<file path="src/pkg/lcd_scan_map.svh">
// offsets, field positions, reset values and timing counts of the lcd scanner
`ifndef LCD_SCAN_MAP_SVH
`define LCD_SCAN_MAP_SVH

// register indices; byte address on the bus is four times the index
`define LCD_MEM_FIRST_IDX 16'hfa64
`define LCD_MEM_LAST_IDX 16'hfa7f
`define LCD_MODE_IDX 16'hff90
`define LCD_POWER_IDX 16'hff92
`define LCD_GATE_IDX 16'hff93
`define LCD_STATUS_IDX 16'hff94

// display memory geometry
`define LCD_MEM_BYTES 28
`define LCD_COMMONS 4
`define LCD_NIBBLE_W 4

// mode register fields
`define LCD_MODE_EN_BIT 7
`define LCD_MODE_SEL_HI 6
`define LCD_MODE_SEL_LO 4
`define LCD_MODE_RESET 8'h00

// power register fields
`define LCD_POWER_BIT 0
`define LCD_POWER_RESET 8'h00

// clock gating register fields
`define LCD_GATE_EN_BIT 1
`define LCD_GATE_RESET 8'h00

// status register fields
`define LCD_STAT_SLOT_LO 0
`define LCD_STAT_SLOT_HI 1
`define LCD_STAT_POL_BIT 2
`define LCD_STAT_RUN_BIT 3

// scan clock divider: main clock over 2^17 at select code 000
`define LCD_DIV_SLOW_LOG2 17
`define LCD_SEL_FASTEST 3'h3

`endif

</file>
<file path="src/pkg/lcd_scan_pkg.sv">
// types shared by the lcd scanner modules
package lcd_scan_pkg;

  // drive level of one panel line, in thirds of the drive voltage
  typedef enum logic [1:0] {
    LVL_GND = 2'b00,
    LVL_THIRD = 2'b01,
    LVL_TWO_THIRD = 2'b10,
    LVL_FULL = 2'b11
  } level_t;

  // common slot index inside one frame
  typedef logic [1:0] slot_t;

  // bus slave phase
  typedef enum logic [0:0] {
    BUS_IDLE = 1'b0,
    BUS_WAIT = 1'b1
  } bus_state_t;

endpackage

</file>
<file path="src/pkg/lcd_phase_if.sv">
// frame phase shared between the scanner and its level encoders
`timescale 1ns/1ps
interface lcd_phase_if;
  logic polarity; // current ac drive phase
  logic blank; // force segment lines to non-selection
  modport drv (output polarity, output blank);
  modport enc (input polarity, input blank);
endinterface

</file>
<file path="src/rtl/lcd_segment_common_scanner.sv">
// lcd segment/common scanner with display memory and apb register slave
//
// Decided for this implementation: register access over APB.
`timescale 1ns/1ps
`include "lcd_scan_map.svh"
module lcd_segment_common_scanner
  import lcd_scan_pkg::*;
#(
  parameter int DIV_LOG2 = `LCD_DIV_SLOW_LOG2, // slowest divider exponent
  parameter bit EMULATION = 1'b0, // gate register steers the clock when set
  parameter int SEGMENTS = `LCD_MEM_BYTES, // number of segment lines
  parameter int COMMONS = `LCD_COMMONS // number of common lines
) (
  input wire logic clk_i,
  input wire logic rst_i,
  input wire logic psel_i,
  input wire logic penable_i,
  input wire logic pwrite_i,
  input wire logic [17:0] paddr_i,
  input wire logic [31:0] pwdata_i,
  input wire logic [3:0] pstrb_i,
  output logic [31:0] prdata_o,
  output logic pready_o,
  output logic pslverr_o,
  output logic [COMMONS-1:0][1:0] com_level_o,
  output logic [SEGMENTS-1:0][1:0] seg_level_o,
  output logic lcd_power_o,
  output logic panel_scan_clock_o
);

  //////////////////////////////////////////////////////////////////////////
  // declarations

  localparam int NW = `LCD_NIBBLE_W;

  logic [NW-1:0] mem_reg [SEGMENTS]; // display nibbles, index 0 = fa64
  logic [7:0] mode_reg; // display enable and scan clock select
  logic [7:0] power_reg; // drive supply select
  logic [7:0] gate_reg; // emulation clock gate, never read back
  bus_state_t bus_reg; // apb slave phase
  logic [31:0] prdata_reg; // captured read word
  logic pslverr_reg; // error answer flag
  logic [DIV_LOG2-1:0] div_reg; // scan clock prescaler
  logic scan_clk_reg; // visible scan clock, half a period high
  slot_t slot_reg; // active common slot
  logic pol_reg; // ac phase of the frame
  logic [SEGMENTS-1:0] col_reg; // sampled column for the slot
  logic [COMMONS-1:0][1:0] com_reg; // registered common levels
  logic [SEGMENTS-1:0][1:0] seg_reg; // registered segment levels

  logic [15:0] idx; // word index of the access
  logic in_mem; // index falls on display memory
  logic [4:0] mem_sel; // memory word of the access
  logic mapped; // index names a register
  logic access; // completing apb transfer
  logic wr_en; // write takes effect this edge
  logic running; // scanner clock supplied
  logic [2:0] sel_code; // scan clock select field
  logic [1:0] div_shift; // divider shortening for the code
  logic [DIV_LOG2-1:0] div_top; // last prescaler count
  logic scan_tick; // one scan period elapsed
  slot_t slot_next; // slot after the tick
  logic [SEGMENTS-1:0] col_next; // column for the next slot
  logic [31:0] rd_word; // read mux result

  lcd_phase_if phase ();

  //////////////////////////////////////////////////////////////////////////
  // apb decode

  // one wait state: the answer is registered, so pready rises on the
  // second access cycle together with read data and error flag
  always_comb begin
    idx = paddr_i[17:2];
    in_mem = (idx >= `LCD_MEM_FIRST_IDX) && (idx <= `LCD_MEM_LAST_IDX);
    mem_sel = 5'(idx - `LCD_MEM_FIRST_IDX);
    mapped = in_mem || (idx == `LCD_MODE_IDX) || (idx == `LCD_POWER_IDX)
      || (idx == `LCD_GATE_IDX) || (idx == `LCD_STATUS_IDX);
    access = psel_i && penable_i && (bus_reg == BUS_WAIT);
    wr_en = access && pwrite_i && pstrb_i[0] && mapped
      && (paddr_i[1:0] == 2'b00) && (idx != `LCD_STATUS_IDX);
  end

  // read mux; reserved bits read as zero
  always_comb begin
    rd_word = 32'h0000_0000;
    if (in_mem) begin
      rd_word[NW-1:0] = mem_reg[mem_sel];
    end else if (idx == `LCD_MODE_IDX) begin
      rd_word[7:0] = mode_reg;
    end else if (idx == `LCD_POWER_IDX) begin
      rd_word[7:0] = power_reg;
    end else if (idx == `LCD_STATUS_IDX) begin
      rd_word[`LCD_STAT_SLOT_HI:`LCD_STAT_SLOT_LO] = slot_reg;
      rd_word[`LCD_STAT_POL_BIT] = pol_reg;
      rd_word[`LCD_STAT_RUN_BIT] = running;
    end else begin
      // gate register is write-only and reads zero
      rd_word = 32'h0000_0000;
    end
  end

  //////////////////////////////////////////////////////////////////////////
  // apb slave phase and answer

  // wait entered on the first access cycle, left when pready is shown
  always_ff @(posedge clk_i or posedge rst_i) begin
    if (rst_i) begin
      bus_reg <= BUS_IDLE;
    end else begin
      case (bus_reg)
        BUS_IDLE: begin
          if (psel_i && penable_i) begin
            bus_reg <= BUS_WAIT;
          end
        end
        BUS_WAIT: begin
          bus_reg <= BUS_IDLE;
        end
        default: begin
          bus_reg <= BUS_IDLE;
        end
      endcase
    end
  end

  // answer registers; unmapped or misaligned words give pslverr
  always_ff @(posedge clk_i or posedge rst_i) begin
    if (rst_i) begin
      prdata_reg <= 32'h0000_0000;
      pslverr_reg <= 1'b0;
    end else if (bus_reg == BUS_IDLE && psel_i && penable_i) begin
      prdata_reg <= pwrite_i ? 32'h0000_0000 : rd_word;
      pslverr_reg <= !mapped || (paddr_i[1:0] != 2'b00)
        || (pwrite_i && idx == `LCD_STATUS_IDX);
    end else begin
      prdata_reg <= 32'h0000_0000;
      pslverr_reg <= 1'b0;
    end
  end

  //////////////////////////////////////////////////////////////////////////
  // register file

  // display memory keeps only the low nibble; upper bits have no storage
  always_ff @(posedge clk_i or posedge rst_i) begin
    if (rst_i) begin
      for (int i = 0; i < SEGMENTS; i++) begin
        mem_reg[i] <= 4'h0;
      end
    end else if (wr_en && in_mem) begin
      mem_reg[mem_sel] <= pwdata_i[NW-1:0];
    end
  end

  // mode register: enable and divider select, low bits fixed zero
  always_ff @(posedge clk_i or posedge rst_i) begin
    if (rst_i) begin
      mode_reg <= `LCD_MODE_RESET;
    end else if (wr_en && idx == `LCD_MODE_IDX) begin
      mode_reg <= {pwdata_i[7:4], 4'h0};
    end
  end

  // power register: only the supply select bit is stored
  always_ff @(posedge clk_i or posedge rst_i) begin
    if (rst_i) begin
      power_reg <= `LCD_POWER_RESET;
    end else if (wr_en && idx == `LCD_POWER_IDX) begin
      power_reg <= {7'h00, pwdata_i[`LCD_POWER_BIT]};
    end
  end

  // clock gate register; write-only, reset to zero
  always_ff @(posedge clk_i or posedge rst_i) begin
    if (rst_i) begin
      gate_reg <= `LCD_GATE_RESET;
    end else if (wr_en && idx == `LCD_GATE_IDX) begin
      gate_reg <= pwdata_i[7:0];
    end
  end

  //////////////////////////////////////////////////////////////////////////
  // scan clock

  // production parts ignore the gate; emulation builds obey bit 1
  always_comb begin
    running = !EMULATION || gate_reg[`LCD_GATE_EN_BIT];
    sel_code = mode_reg[`LCD_MODE_SEL_HI:`LCD_MODE_SEL_LO];
    // prohibited codes fall back to the slowest rate, the safe choice
    div_shift = (sel_code <= `LCD_SEL_FASTEST) ? sel_code[1:0] : 2'b00;
    div_top = {DIV_LOG2{1'b1}} >> div_shift;
    scan_tick = running && (div_reg == div_top);
  end

  // prescaler: wraps every 2^(DIV_LOG2-code) main clocks
  always_ff @(posedge clk_i or posedge rst_i) begin
    if (rst_i) begin
      div_reg <= '0;
    end else if (!running) begin
      div_reg <= div_reg; // clock stopped, controller halts
    end else if (scan_tick) begin
      div_reg <= '0;
    end else begin
      div_reg <= div_reg + 1'b1;
    end
  end

  // observable scan clock: high in the second half of each period
  always_ff @(posedge clk_i or posedge rst_i) begin
    if (rst_i) begin
      scan_clk_reg <= 1'b0;
    end else begin
      scan_clk_reg <= running && (div_reg > (div_top >> 1));
    end
  end

  //////////////////////////////////////////////////////////////////////////
  // common slot sequencer and column sampling

  // next slot and its column, taken from one memory snapshot
  always_comb begin
    slot_next = slot_reg + 2'b01;
    for (int n = 0; n < SEGMENTS; n++) begin
      // segment n reads the byte counted down from the top index
      col_next[n] = mem_reg[SEGMENTS-1-n][slot_next];
    end
  end

  // one slot per scan period, four slots per frame
  always_ff @(posedge clk_i or posedge rst_i) begin
    if (rst_i) begin
      slot_reg <= 2'b00;
    end else if (scan_tick) begin
      slot_reg <= slot_next;
    end
  end

  // polarity flips when the last common slot ends
  always_ff @(posedge clk_i or posedge rst_i) begin
    if (rst_i) begin
      pol_reg <= 1'b0;
    end else if (scan_tick && slot_reg == 2'b11) begin
      pol_reg <= !pol_reg;
    end
  end

  // whole column captured in one edge, so a cpu write in mid slot
  // shows only from the next slot onward
  always_ff @(posedge clk_i or posedge rst_i) begin
    if (rst_i) begin
      col_reg <= '0;
    end else if (scan_tick) begin
      col_reg <= col_next;
    end
  end

  //////////////////////////////////////////////////////////////////////////
  // level encoding

  assign phase.polarity = pol_reg;
  assign phase.blank = !mode_reg[`LCD_MODE_EN_BIT];

  logic [COMMONS-1:0][1:0] com_lvl; // encoder outputs, commons
  logic [SEGMENTS-1:0][1:0] seg_lvl; // encoder outputs, segments

  // one encoder per common line; only the active slot is selected
  for (genvar c = 0; c < COMMONS; c++) begin : g_com
    level_t lvl;
    lcd_level_encoder u_enc (
      .phase (phase),
      .select_i (slot_reg == slot_t'(c)),
      .is_common_i (1'b1),
      .level_o (lvl)
    );
    assign com_lvl[c] = lvl;
  end

  // one encoder per segment line
  for (genvar s = 0; s < SEGMENTS; s++) begin : g_seg
    level_t lvl;
    lcd_level_encoder u_enc (
      .phase (phase),
      .select_i (col_reg[s]),
      .is_common_i (1'b0),
      .level_o (lvl)
    );
    assign seg_lvl[s] = lvl;
  end

  // output registers; lines change one clock after slot or phase
  always_ff @(posedge clk_i or posedge rst_i) begin
    if (rst_i) begin
      com_reg <= '0;
      seg_reg <= '0;
    end else begin
      com_reg <= com_lvl;
      seg_reg <= seg_lvl;
    end
  end

  //////////////////////////////////////////////////////////////////////////
  // outputs

  assign prdata_o = prdata_reg;
  assign pready_o = bus_reg == BUS_WAIT ? 1'b1 : 1'b0;
  assign pslverr_o = pslverr_reg;
  assign com_level_o = com_reg;
  assign seg_level_o = seg_reg;
  assign lcd_power_o = power_reg[`LCD_POWER_BIT];
  assign panel_scan_clock_o = scan_clk_reg;

endmodule

</file>
<file path="src/rtl/lcd_level_encoder.sv">
// maps one select bit and the frame phase to a 1/3 bias drive level
`timescale 1ns/1ps
module lcd_level_encoder
  import lcd_scan_pkg::*;
(
  lcd_phase_if.enc phase,
  input wire logic select_i,
  input wire logic is_common_i,
  output level_t level_o
);

  level_t base; // level in the positive phase

  // positive phase: common sel full, common non-sel 1/3, segment sel gnd,
  // segment non-sel 2/3; only sel against sel spans the full voltage
  always_comb begin
    if (is_common_i) begin
      base = select_i ? LVL_FULL : LVL_THIRD;
    end else if (select_i && !phase.blank) begin
      base = LVL_GND;
    end else begin
      base = LVL_TWO_THIRD;
    end
    // negative phase mirrors every level about the mid rail
    if (phase.polarity) begin
      level_o = level_t'(~base);
    end else begin
      level_o = base;
    end
  end

endmodule

</file>
<file path="config.mk">
export PLATFORM = sky130hd
export DESIGN_NAME = lcd_segment_common_scanner
export DESIGN_NICKNAME = d
export VERILOG_FILES = /design/src/pkg/lcd_scan_pkg.sv /design/src/pkg/lcd_phase_if.sv /design/src/rtl/lcd_segment_common_scanner.sv /design/src/rtl/lcd_level_encoder.sv
export VERILOG_INCLUDE_DIRS = /design/src /design/src/pkg
export SDC_FILE = /design/constraint.sdc
export NUM_CORES = 1
export LEC_CHECK = 0
export BUFFER_PORTS_ARGS = -buffer_cell sky130_fd_sc_hd__buf_2
export CORE_UTILIZATION = 30
export DETAILED_ROUTE_END_ITERATION = 16
export GPL_ROUTABILITY_DRIVEN = 0
export HOLD_SLACK_MARGIN = 0.05
export PLACE_DENSITY = 0.5
export SLEW_MARGIN = 20
export SYNTH_ARGS = -nofsm -noshare
export SYNTH_HDL_FRONTEND = slang
export SYNTH_HIERARCHICAL = 1
export SYNTH_SLANG_ARGS = --single-unit
</file>
<file path="constraint.sdc">
create_clock -name clk_i -period 9.45 [get_ports clk_i]
set_input_delay 0.945 -clock clk_i [delete_from_list [all_inputs] [get_ports clk_i]]
set_output_delay 0.945 -clock clk_i [all_outputs]
set_load 0.005 [all_outputs]
</file>
# Word-level counts from Yosys, hierarchy flattened
# Cells that the tools add are included.
dict set report word_totals {
  romBits 0
  wordCells 318
  output_inout_bits 100
  n_memories 0
  latchBits 0
  mem_bits_rw 0
  register_bits 264
  inputBits 59
}
dict set report op_classes {
  n_bitwise 34
  n_lt_le_gt_ge 7
  n_addsub 3
  n_reduce_logical 55
  shifts 1
  div 0
  multipliers 0
  n_eq_ne 9
  mux 139
}
# op n
set ops {}
lappend ops {{2-bit two-way mux} 65}
lappend ops {{112-bit bitwise mux} 1}
lappend ops {{16-bit equality test, second input constant} 4}
lappend ops {{32-bit two-way mux} 2}
lappend ops {{2-bit inverter} 32}
lappend ops {{1-bit binary-select mux with 2-bit select} 28}
lappend ops {{1-bit logical AND} 44}
lappend ops {{1-bit two-way mux} 31}
lappend ops {{4-bit two-way mux} 7}
lappend ops {{4-bit binary-select mux with 5-bit select} 1}
lappend ops {{4-bit demux with 5-bit select} 1}
lappend ops {{17-bit by 1-bit adder with 17-bit output, second input constant} 1}
lappend ops {{17-bit equality test} 1}
lappend ops {{17-bit by 16-bit > comparator with 1-bit output} 1}
lappend ops {{17-bit two-way mux} 1}
lappend ops {{17-bit by 2-bit >> shifter with 17-bit output, first input constant} 1}
lappend ops {{16-bit greater-or-equal comparator, second input constant} 1}
lappend ops {{16-bit <= comparator, second input constant} 1}
lappend ops {{16-bit inequality test, second input constant} 1}
lappend ops {{8-bit two-way mux} 1}
lappend ops {{6-bit greater-or-equal comparator, second input constant} 1}
lappend ops {{1-bit logical OR} 6}
lappend ops {{6-bit by 1-bit less-than comparator with 1-bit output, second input constant} 1}
lappend ops {{5-bit inverter with 6-bit output} 1}
lappend ops {{other kinds (11)} 14}

# Logic depth before layout (Yosys ltp)
# Gate-level depths: netlist of run 1.
dict set report logic_depth {
  ltp_word 10
  ltp_mapped 9
  mapped_depth_nobuf 7
}

# By module
# Netlist of run 1, hierarchy kept.
# mod n_inst area_each_um2 seq_area_each_um2 cells_per_inst
set modules_own_cells {}
lappend modules_own_cells {lcd_segment_common_scanner 1 10815.4 6005.8 727}
lappend modules_own_cells {lcd_level_encoder 32 56.3 0.0 7}

# Least setup slack after synthesis of run 1
# Ideal clock, no wire load.
dict set report synth_path {
  path_kind {flip-flop to flip-flop}
  from {register pol_reg (netlist: phase.polarity)}
  to {register com_reg (netlist bit com_level_o[1])}
  t_required_ns 9.310
  n_path_buf 0
  stages_incl_launch_ff 3
  path_slack_ns 5.968
  period_less_slack_ns 3.482
  t_arrival_ns 3.342
  setup_time_ns 0.140
  cell_sequence {dfrtp_1 -> and3_2 -> a2111oi_1}
}
dict set report synth_via {
  elab_chain_cells 1
}
# item line_no
set synth_rtl {}
lappend synth_rtl {{from (decl)} lcd_segment_common_scanner.sv:46} ;# logic pol_reg;
lappend synth_rtl {{from (signal assigned)} lcd_segment_common_scanner.sv:244} ;# pol_reg <= !pol_reg;
lappend synth_rtl {{2-bit two-way mux} lcd_level_encoder.sv:25} ;# if (phase.polarity) begin
lappend synth_rtl {{net g_com[0].lvl[1]} lcd_segment_common_scanner.sv:269} ;# level_t lvl;
lappend synth_rtl {{to (signal assigned)} lcd_segment_common_scanner.sv:297} ;# com_reg <= com_lvl;
lappend synth_rtl {{to (decl)} lcd_segment_common_scanner.sv:48} ;# logic [COMMONS-1:0][1:0] com_reg;
# The timed path passes the listed nets, and every way through them passes these cells.
# A chain may end at the register's enable or synchronous reset.

# Final worst setup path of run 1
dict set report layout_path {
  from {input paddr_i[4]}
  to {register mem_reg[53] (netlist name)}
}
dict set report layout_via {
  elab_chain_cells 10
  word_cells_on_any_way 24
  classes_between {1 x add/sub; 4 x order compare; 5 x eq/ne; 3 x mux; 1 x bitwise; 10 x reduce/logical}
}
# item line_no
set layout_rtl {}
lappend layout_rtl {{from (decl)} lcd_segment_common_scanner.sv:19} ;# input wire logic [17:0] paddr_i,
lappend layout_rtl {{branches (longest 10 deep; another with 6-bit greater-or-equal comparator)} --}
lappend layout_rtl {{to (signal, indexed assignment)} lcd_segment_common_scanner.sv:152} ;# mem_reg[mem_sel] <= pwdata_i[NW-1:0];
lappend layout_rtl {{to (decl)} lcd_segment_common_scanner.sv:36} ;# logic [NW-1:0] mem_reg [SEGMENTS];
# Several ways; the timed one is not identified.

==> impl_results.md, run 1 <==
* Most used DFF post-synth: dfrtp_1
* Hpwl dp at 19.5 mm
* Mean number of vias per cell at 4.67
* Post-place setup slack at 5.78 ns
* Asr flop ratio synth at 100%
* P per Cell Area at 148 nW/um^2
* Post-synthesis cell type count at 64
* Path type of the worst setup path: in2reg
* Depth of the worst register-to-register path at 7
* RR Startpoint: div_reg[0]
* ANT nets after route at 0
* Critical Path End: mem_reg[53]
* Share of post-route cells with drive strength above 1 at 33.2%
* Max FFs per register at 112
* Crit path cell chain: buf_2, ha_1, nor3b_4, o311ai_1, a2111oi_4, buf_4, and3_1, mux2_2
* Tcrit/Tclk final at 32.5%
* # diodes at 0
* Worst-Skew Late Latency at 0.56 ns
* Top Ports at 159
* CP Capture Type: register
* Worst setup path startpoint: paddr_i[4]
* Status: finished with violations
* Via Count at 8265
* Crit-path slowest cell: buf_4
* Worst Hold Class: reg2reg
* Max transition margin at 36.1%
* Port Buffers at 107
* Final setup viols at 0
* Die Ht at 207 um
* Worst Clk Skew at 0.0104 ns
* FF-to-FF End: col_reg[12]
* Max Fclk at 325 MHz
* Area grow syn2layout at 19.9%
* Seq cells post-synth at 240
* DRC viols at 5
* Largest net degree at the start of global routing at 130
* Crit path depth at 8
* Die X at 207 um
* Post CTS Setup Buffer Count at 0
* Dpl cells at 1719
* Num CTS Buffers at 29
* Root Driver: clkbuf_16
* Post-synthesis sequential area ratio at 47.6%
* Number of global-route vias before repair at 8747
* Initial core utilization at 30.6%
* Worst path max stage delay at 0.48 ns
* # H-tree levels at 1
* CTS tree: done
* Final Hold Slack at 0.476 ns
* Max-cap violations at 0
* Fin nets at 1288
* Drt first-iter violations at 454
* Final non-filler cell total at 1769
* Hold_sp: div_reg[8]
* Critical path peak fanout at 28
* Routed WL per cell at 17.0 um
* Reg2Reg Setup Slack at 6.70 ns
* Final Critical Period at 3.07 ns
* Die area at 42900 um^2
* Number of cell rows at 74
* CTS Sinks at 240
* First-pass GRT wire length at 49.3 mm
* Placeable core area at 41200 um^2
* Initial antenna violation count at 0
* Avg Inst Size Synth at 13.3 um^2
* CP Buf/Inv Count at 2
* Clock-pin slew on the worst setup and hold paths at 0.06 ns
* Leakage power total at 0.00704 uW
* Violated checks: DRC
* Yosys warnings at 6
* Final Hold Viols at 0
* Slew @ Worst Pin at 0.955 ns
* Tot GR Track Use at 14.3%
* CP startpoint kind: input port
* TNS Setup at 0 ns
* RSZ-0062 raised after global routing: false
* VDD IR max at 87.1 uV
* Slew Limit Fails at 0
* WL final at 30.1 mm
* Remaining global-route overflow at 0
* Worst path top cell family by delay: buffers and inverters
* Post-synth EDFFs at 0
* DR pass1 iterations at 14
* CP required at 9.89 ns
* Post-CTS sizing at 0
* Clock Tree Buf Depth at 3
* Final worst slack at 6.38 ns
* WP data arrival at 3.51 ns
* Mapped Area at 12600 um^2
* Synth Instances at 951
* Post-CTS Hold Buffers at 0
worst min-delay path by stage:
stage                 endpoint  slack (ns)  depth (start not counted)
global route        div_reg[4]        0.49                          1
global placement    div_reg[8]        0.46                          1
detailed placement  div_reg[8]        0.46                          1
CTS                 div_reg[8]        0.48                          1
floorplan           div_reg[8]        0.44                          1
finish              div_reg[8]        0.48                          1
through the flow:
step	utilization, %	cell area, um^2	power [uW]
floorplan	-	13300	1150
global placement	34.6	14200	1190
detailed placement	34.6	14200	1190
CTS	36.7	15100	2280
global route	36.7	15100	2330
finish	36.7	15100	2230
routing by layer:
metal | track usage (%) | vias to the layer above | share of wire, %
li1 | - | 3917 | -
met1 | 18.9 | 4183 | 46
met2 | 24.3 | 125 | 49
met3 | 2.17 | 40 | 3.4
met4 | 3.94 | 0 | 1.9
met5 | 0 | - | 0
kinds of logic after synthesis:
logic type | share of synthesized area (%)
simple gates | 16.6
buf+inv | 3.26
compound gates | 4.72
fa+ha+maj | 1.09
xor+xnor | 3.40
flops | 47.6
other cells | 0.0595
mux | 23.2
final cells by class:
class	count	area (um^2)
flip-flops and latches	240	6010
fillers	4040	26100
inverters	11	48.8
clock inverters	9	100
clock buffers	41	781
well taps	532	666
multi-input cells	817	6900
repair buffers	119	626
report_power, final:
part	internal, uW	switching (uW)
sequential	1040	3.80
combinational	38.3	85.9
clock	624	440
cell usage after synthesis (all sizes together), types with 3 or more instances:
library cell | number | area, um^2
or3 | 8 | 50.1
a21oi | 5 | 25.0
nor3 | 5 | 25.0
nor2 | 28 | 105
nor4b | 32 | 280
and3 | 38 | 278
o22ai | 3 | 18.8
and4 | 6 | 52.6
clkbuf | 20 | 75.1
or2b | 32 | 240
nand4 | 12 | 90.1
xor2 | 41 | 359
nor2b | 36 | 225
a2111oi | 35 | 365
ha | 11 | 138
and2 | 8 | 50.1
mux4 | 56 | 1260
xnor2 | 8 | 70.1
dfrtp | 240 | 6010
buf | 45 | 295
o21ai | 5 | 25.0
a21o | 4 | 30.0
nand3 | 34 | 270
mux2 | 146 | 1660
nor3b | 35 | 274
nand2 | 17 | 63.8
inv | 11 | 41.3
placed cells by master (no fill, tap or decap), types with 17 or more instances in the layout:
cell type  synthesis  final
conb_1             2    184
nor2b_1           36     35
nor2_1            28     28
buf_2             14    107
xor2_1            41     41
nand2_1           17     17
and3_2            32     32
mux2_2           140    140
nor3b_1           34     34
nand3_1           23     23
clkbuf_16          0     29
a2111oi_1         32     32
dfrtp_1          240    239
nor4b_1           32     32
or2b_1            32     32
mux4_2            56     56
Power figures use the tool's default switching activity.
==> run 2: changes to the inputs <==
==> constraint.sdc (replaced) <==
create_clock -name clk_i -period 2.97 [get_ports clk_i]
set_input_delay 0.297 -clock clk_i [delete_from_list [all_inputs] [get_ports clk_i]]
set_output_delay 0.297 -clock clk_i [all_outputs]
set_load 0.005 [all_outputs]
==> run 2 against run 1 <==
Compared with the run above: the run still ends with DRC left; via count rose by 1.2%; setup slack worse by 5.8 ns; combinational power grew to 3.4 times the previous value; count of clock-buffer cells in the layout unchanged; non-clock buffer count increased by 26; critical path type is now reg2reg; sequential share of layout area decreased by 1.3 points; total power increased to 3.5 times the previous value; sequential cell count unchanged; die area unchanged; first-iteration DRC count decreased by 14%; routed wire length is 0.64% lower.
==> impl_results.md, run 2 (synthesized netlist as in run 1, its figures left out) <==
* Status: finished with violations
* Violated checks: DRC
* Critical path peak fanout at 28
* Leakage power total at 0.00731 uW
* RSZ-0062 raised after global routing: false
* Max Fclk at 411 MHz
* Initial core utilization at 30.6%
* Max-cap violations at 0
* Hpwl dp at 20.2 mm
* # fillers at 3997
* Depth of the worst register-to-register path at 6
* Share of post-route cells with drive strength above 1 at 34.8%
* WP data arrival at 2.88 ns
* Max transition margin at 52.7%
* Post CTS Setup Buffer Count at 0
* Worst Hold Depth at 3
* CP required at 3.42 ns
* Worst path top cell family by delay: simple AND/OR/NAND/NOR gates
* Final Critical Period at 2.43 ns
* DRC viols at 8
* CP Buf/Inv Count at 1
* Worst Clk Skew at 0.0179 ns
* Drt first-iter violations at 390
* Crit path depth at 6
* Area grow syn2layout at 24.1%
* Tcrit/Tclk final at 81.9%
* Initial antenna violation count at 0
* Top Ports at 159
* CTS tree: done
* Fin nets at 1315
* Root Driver: clkbuf_16
* # diodes at 0
* Via Count at 8368
* DR pass1 iterations at 12
* Tot GR Track Use at 14.2%
* Number of cell rows at 74
* Die area at 42900 um^2
* VDD IR max at 367 uV
* Slew Limit Fails at 0
* Path type of the worst setup path: reg2reg
* Slew @ Worst Pin at 0.710 ns
* Most common cell after layout, fill and taps aside: dfrtp_1
* CP Capture Type: register
* Num CTS Buffers at 30
* First-pass GRT wire length at 48.6 mm
* CTS Sinks at 240
* Max FFs per register at 112
* Final Hold Viols at 0
* TNS Setup at 0 ns
* Worst-Skew Late Latency at 0.57 ns
* ANT nets after route at 0
* Crit path cell chain: nand3_1, or4_4, a2111oi_4, buf_12, and3_1, mux2_2
* Die Ht at 207 um
* Final non-filler cell total at 1801
* Core Util, Final at 38.0%
* Crit-path slowest cell: or4_4
* Port Buffers at 107
* Dpl cells at 1738
* Clock Tree Buf Depth at 3
* Die X at 207 um
* Clock-pin slew on the worst setup and hold paths at 0.06 ns
* Largest net degree at the start of global routing at 98
* Worst path max stage delay at 0.45 ns
* CP startpoint kind: register
* Remaining global-route overflow at 0
* P per Cell Area at 501 nW/um^2
* # H-tree levels at 1
* Final setup viols at 0
* WL final at 30.0 mm
* Number of global-route vias before repair at 8581
* Placeable core area at 41200 um^2
* Worst Hold Class: in2reg
* Routed WL per cell at 16.6 um
* Mean number of vias per cell at 4.65
* Commonest non-fill, non-tap cells in the layout: dfrtp_1, conb_1, mux2_2
-- run 2: changes by cell type in the layout (fill, tap and decap cells not counted), moves of 5 or more --
cell	previous run	this run
buf_4	12	25
clkbuf_8	1	7
clkbuf_1	11	4
buf_12	0	6
bufinv_16	2	7
dlygate4sd3_1	0	7
-- run 2: final timing paths --
check	to	start	slack (ns)
min	prdata_o[2]	pwrite_i	0.27
min reg2reg	div_reg[8]	div_reg[8]	0.47
max in group asynchronous	seg_level_o[8]	rst_i	1.77
max	mem_reg[59]	bus_reg	0.54
min in group asynchronous	div_reg[10]	rst_i	0.30
max reg2reg	mem_reg[59]	bus_reg	0.54
-- run 2: stage by stage --
stage               setup slack [ns]  power [uW]  hold WS (ns)  cell area, um^2
floorplan                     -0.512        3660         0.442            13300
global placement               0.202        3810         0.347            14500
detailed placement             0.199        3810         0.349            14500
CTS                            0.522        8000         0.239            15700
global route                   0.345        8180         0.305            15700
finish                         0.539        7850         0.274            15700
-- run 2: what timing repair did --
action | 4_1_cts | 5_1_grt
gates resized for setup | 0 | 0
hold buffers | 7 | 0
endpoints found under the hold margin | 21 | 0
-- run 2: layout make-up --
| class | count | area [um^2] | share of cell area [%] |
|---|---|---|---|
| clock buffers | 41 | 862 | 5.51 |
| clock inverters | 15 | 264 | 1.69 |
| inverters | 11 | 45.0 | 0.288 |
| multi-input cells | 817 | 6890 | 44.0 |
| flip-flops and latches | 240 | 6010 | 38.4 |
| well taps | 532 | 666 | 4.25 |
| repair buffers | 145 | 913 | 5.83 |
-- run 2: metal layers --
metal / vias up / GRT usage [%] / wire (um)
li1: 3961 / - / -
met1: 4246 / 18.8 / 13400
met2: 122 / 24.1 / 14700
met3: 39 / 2.06 / 1230
met4: 0 / 3.96 / 603
met5: - / 0 / 0
-- run 2: worst register-to-register path, cell delays in order, from the launching register on --
cell and delay (ns):
dfrtp_1 0.40, nand3_1 0.10, or4_4 0.45, a2111oi_4 0.42, buf_12 0.27, and3_1 0.32
mux2_2 0.35
-- run 2: power by group --
part | internal (uW) | switching (uW)
Sequential | 3320 | 11.3
Combinational | 147 | 277
Clock | 2630 | 1470
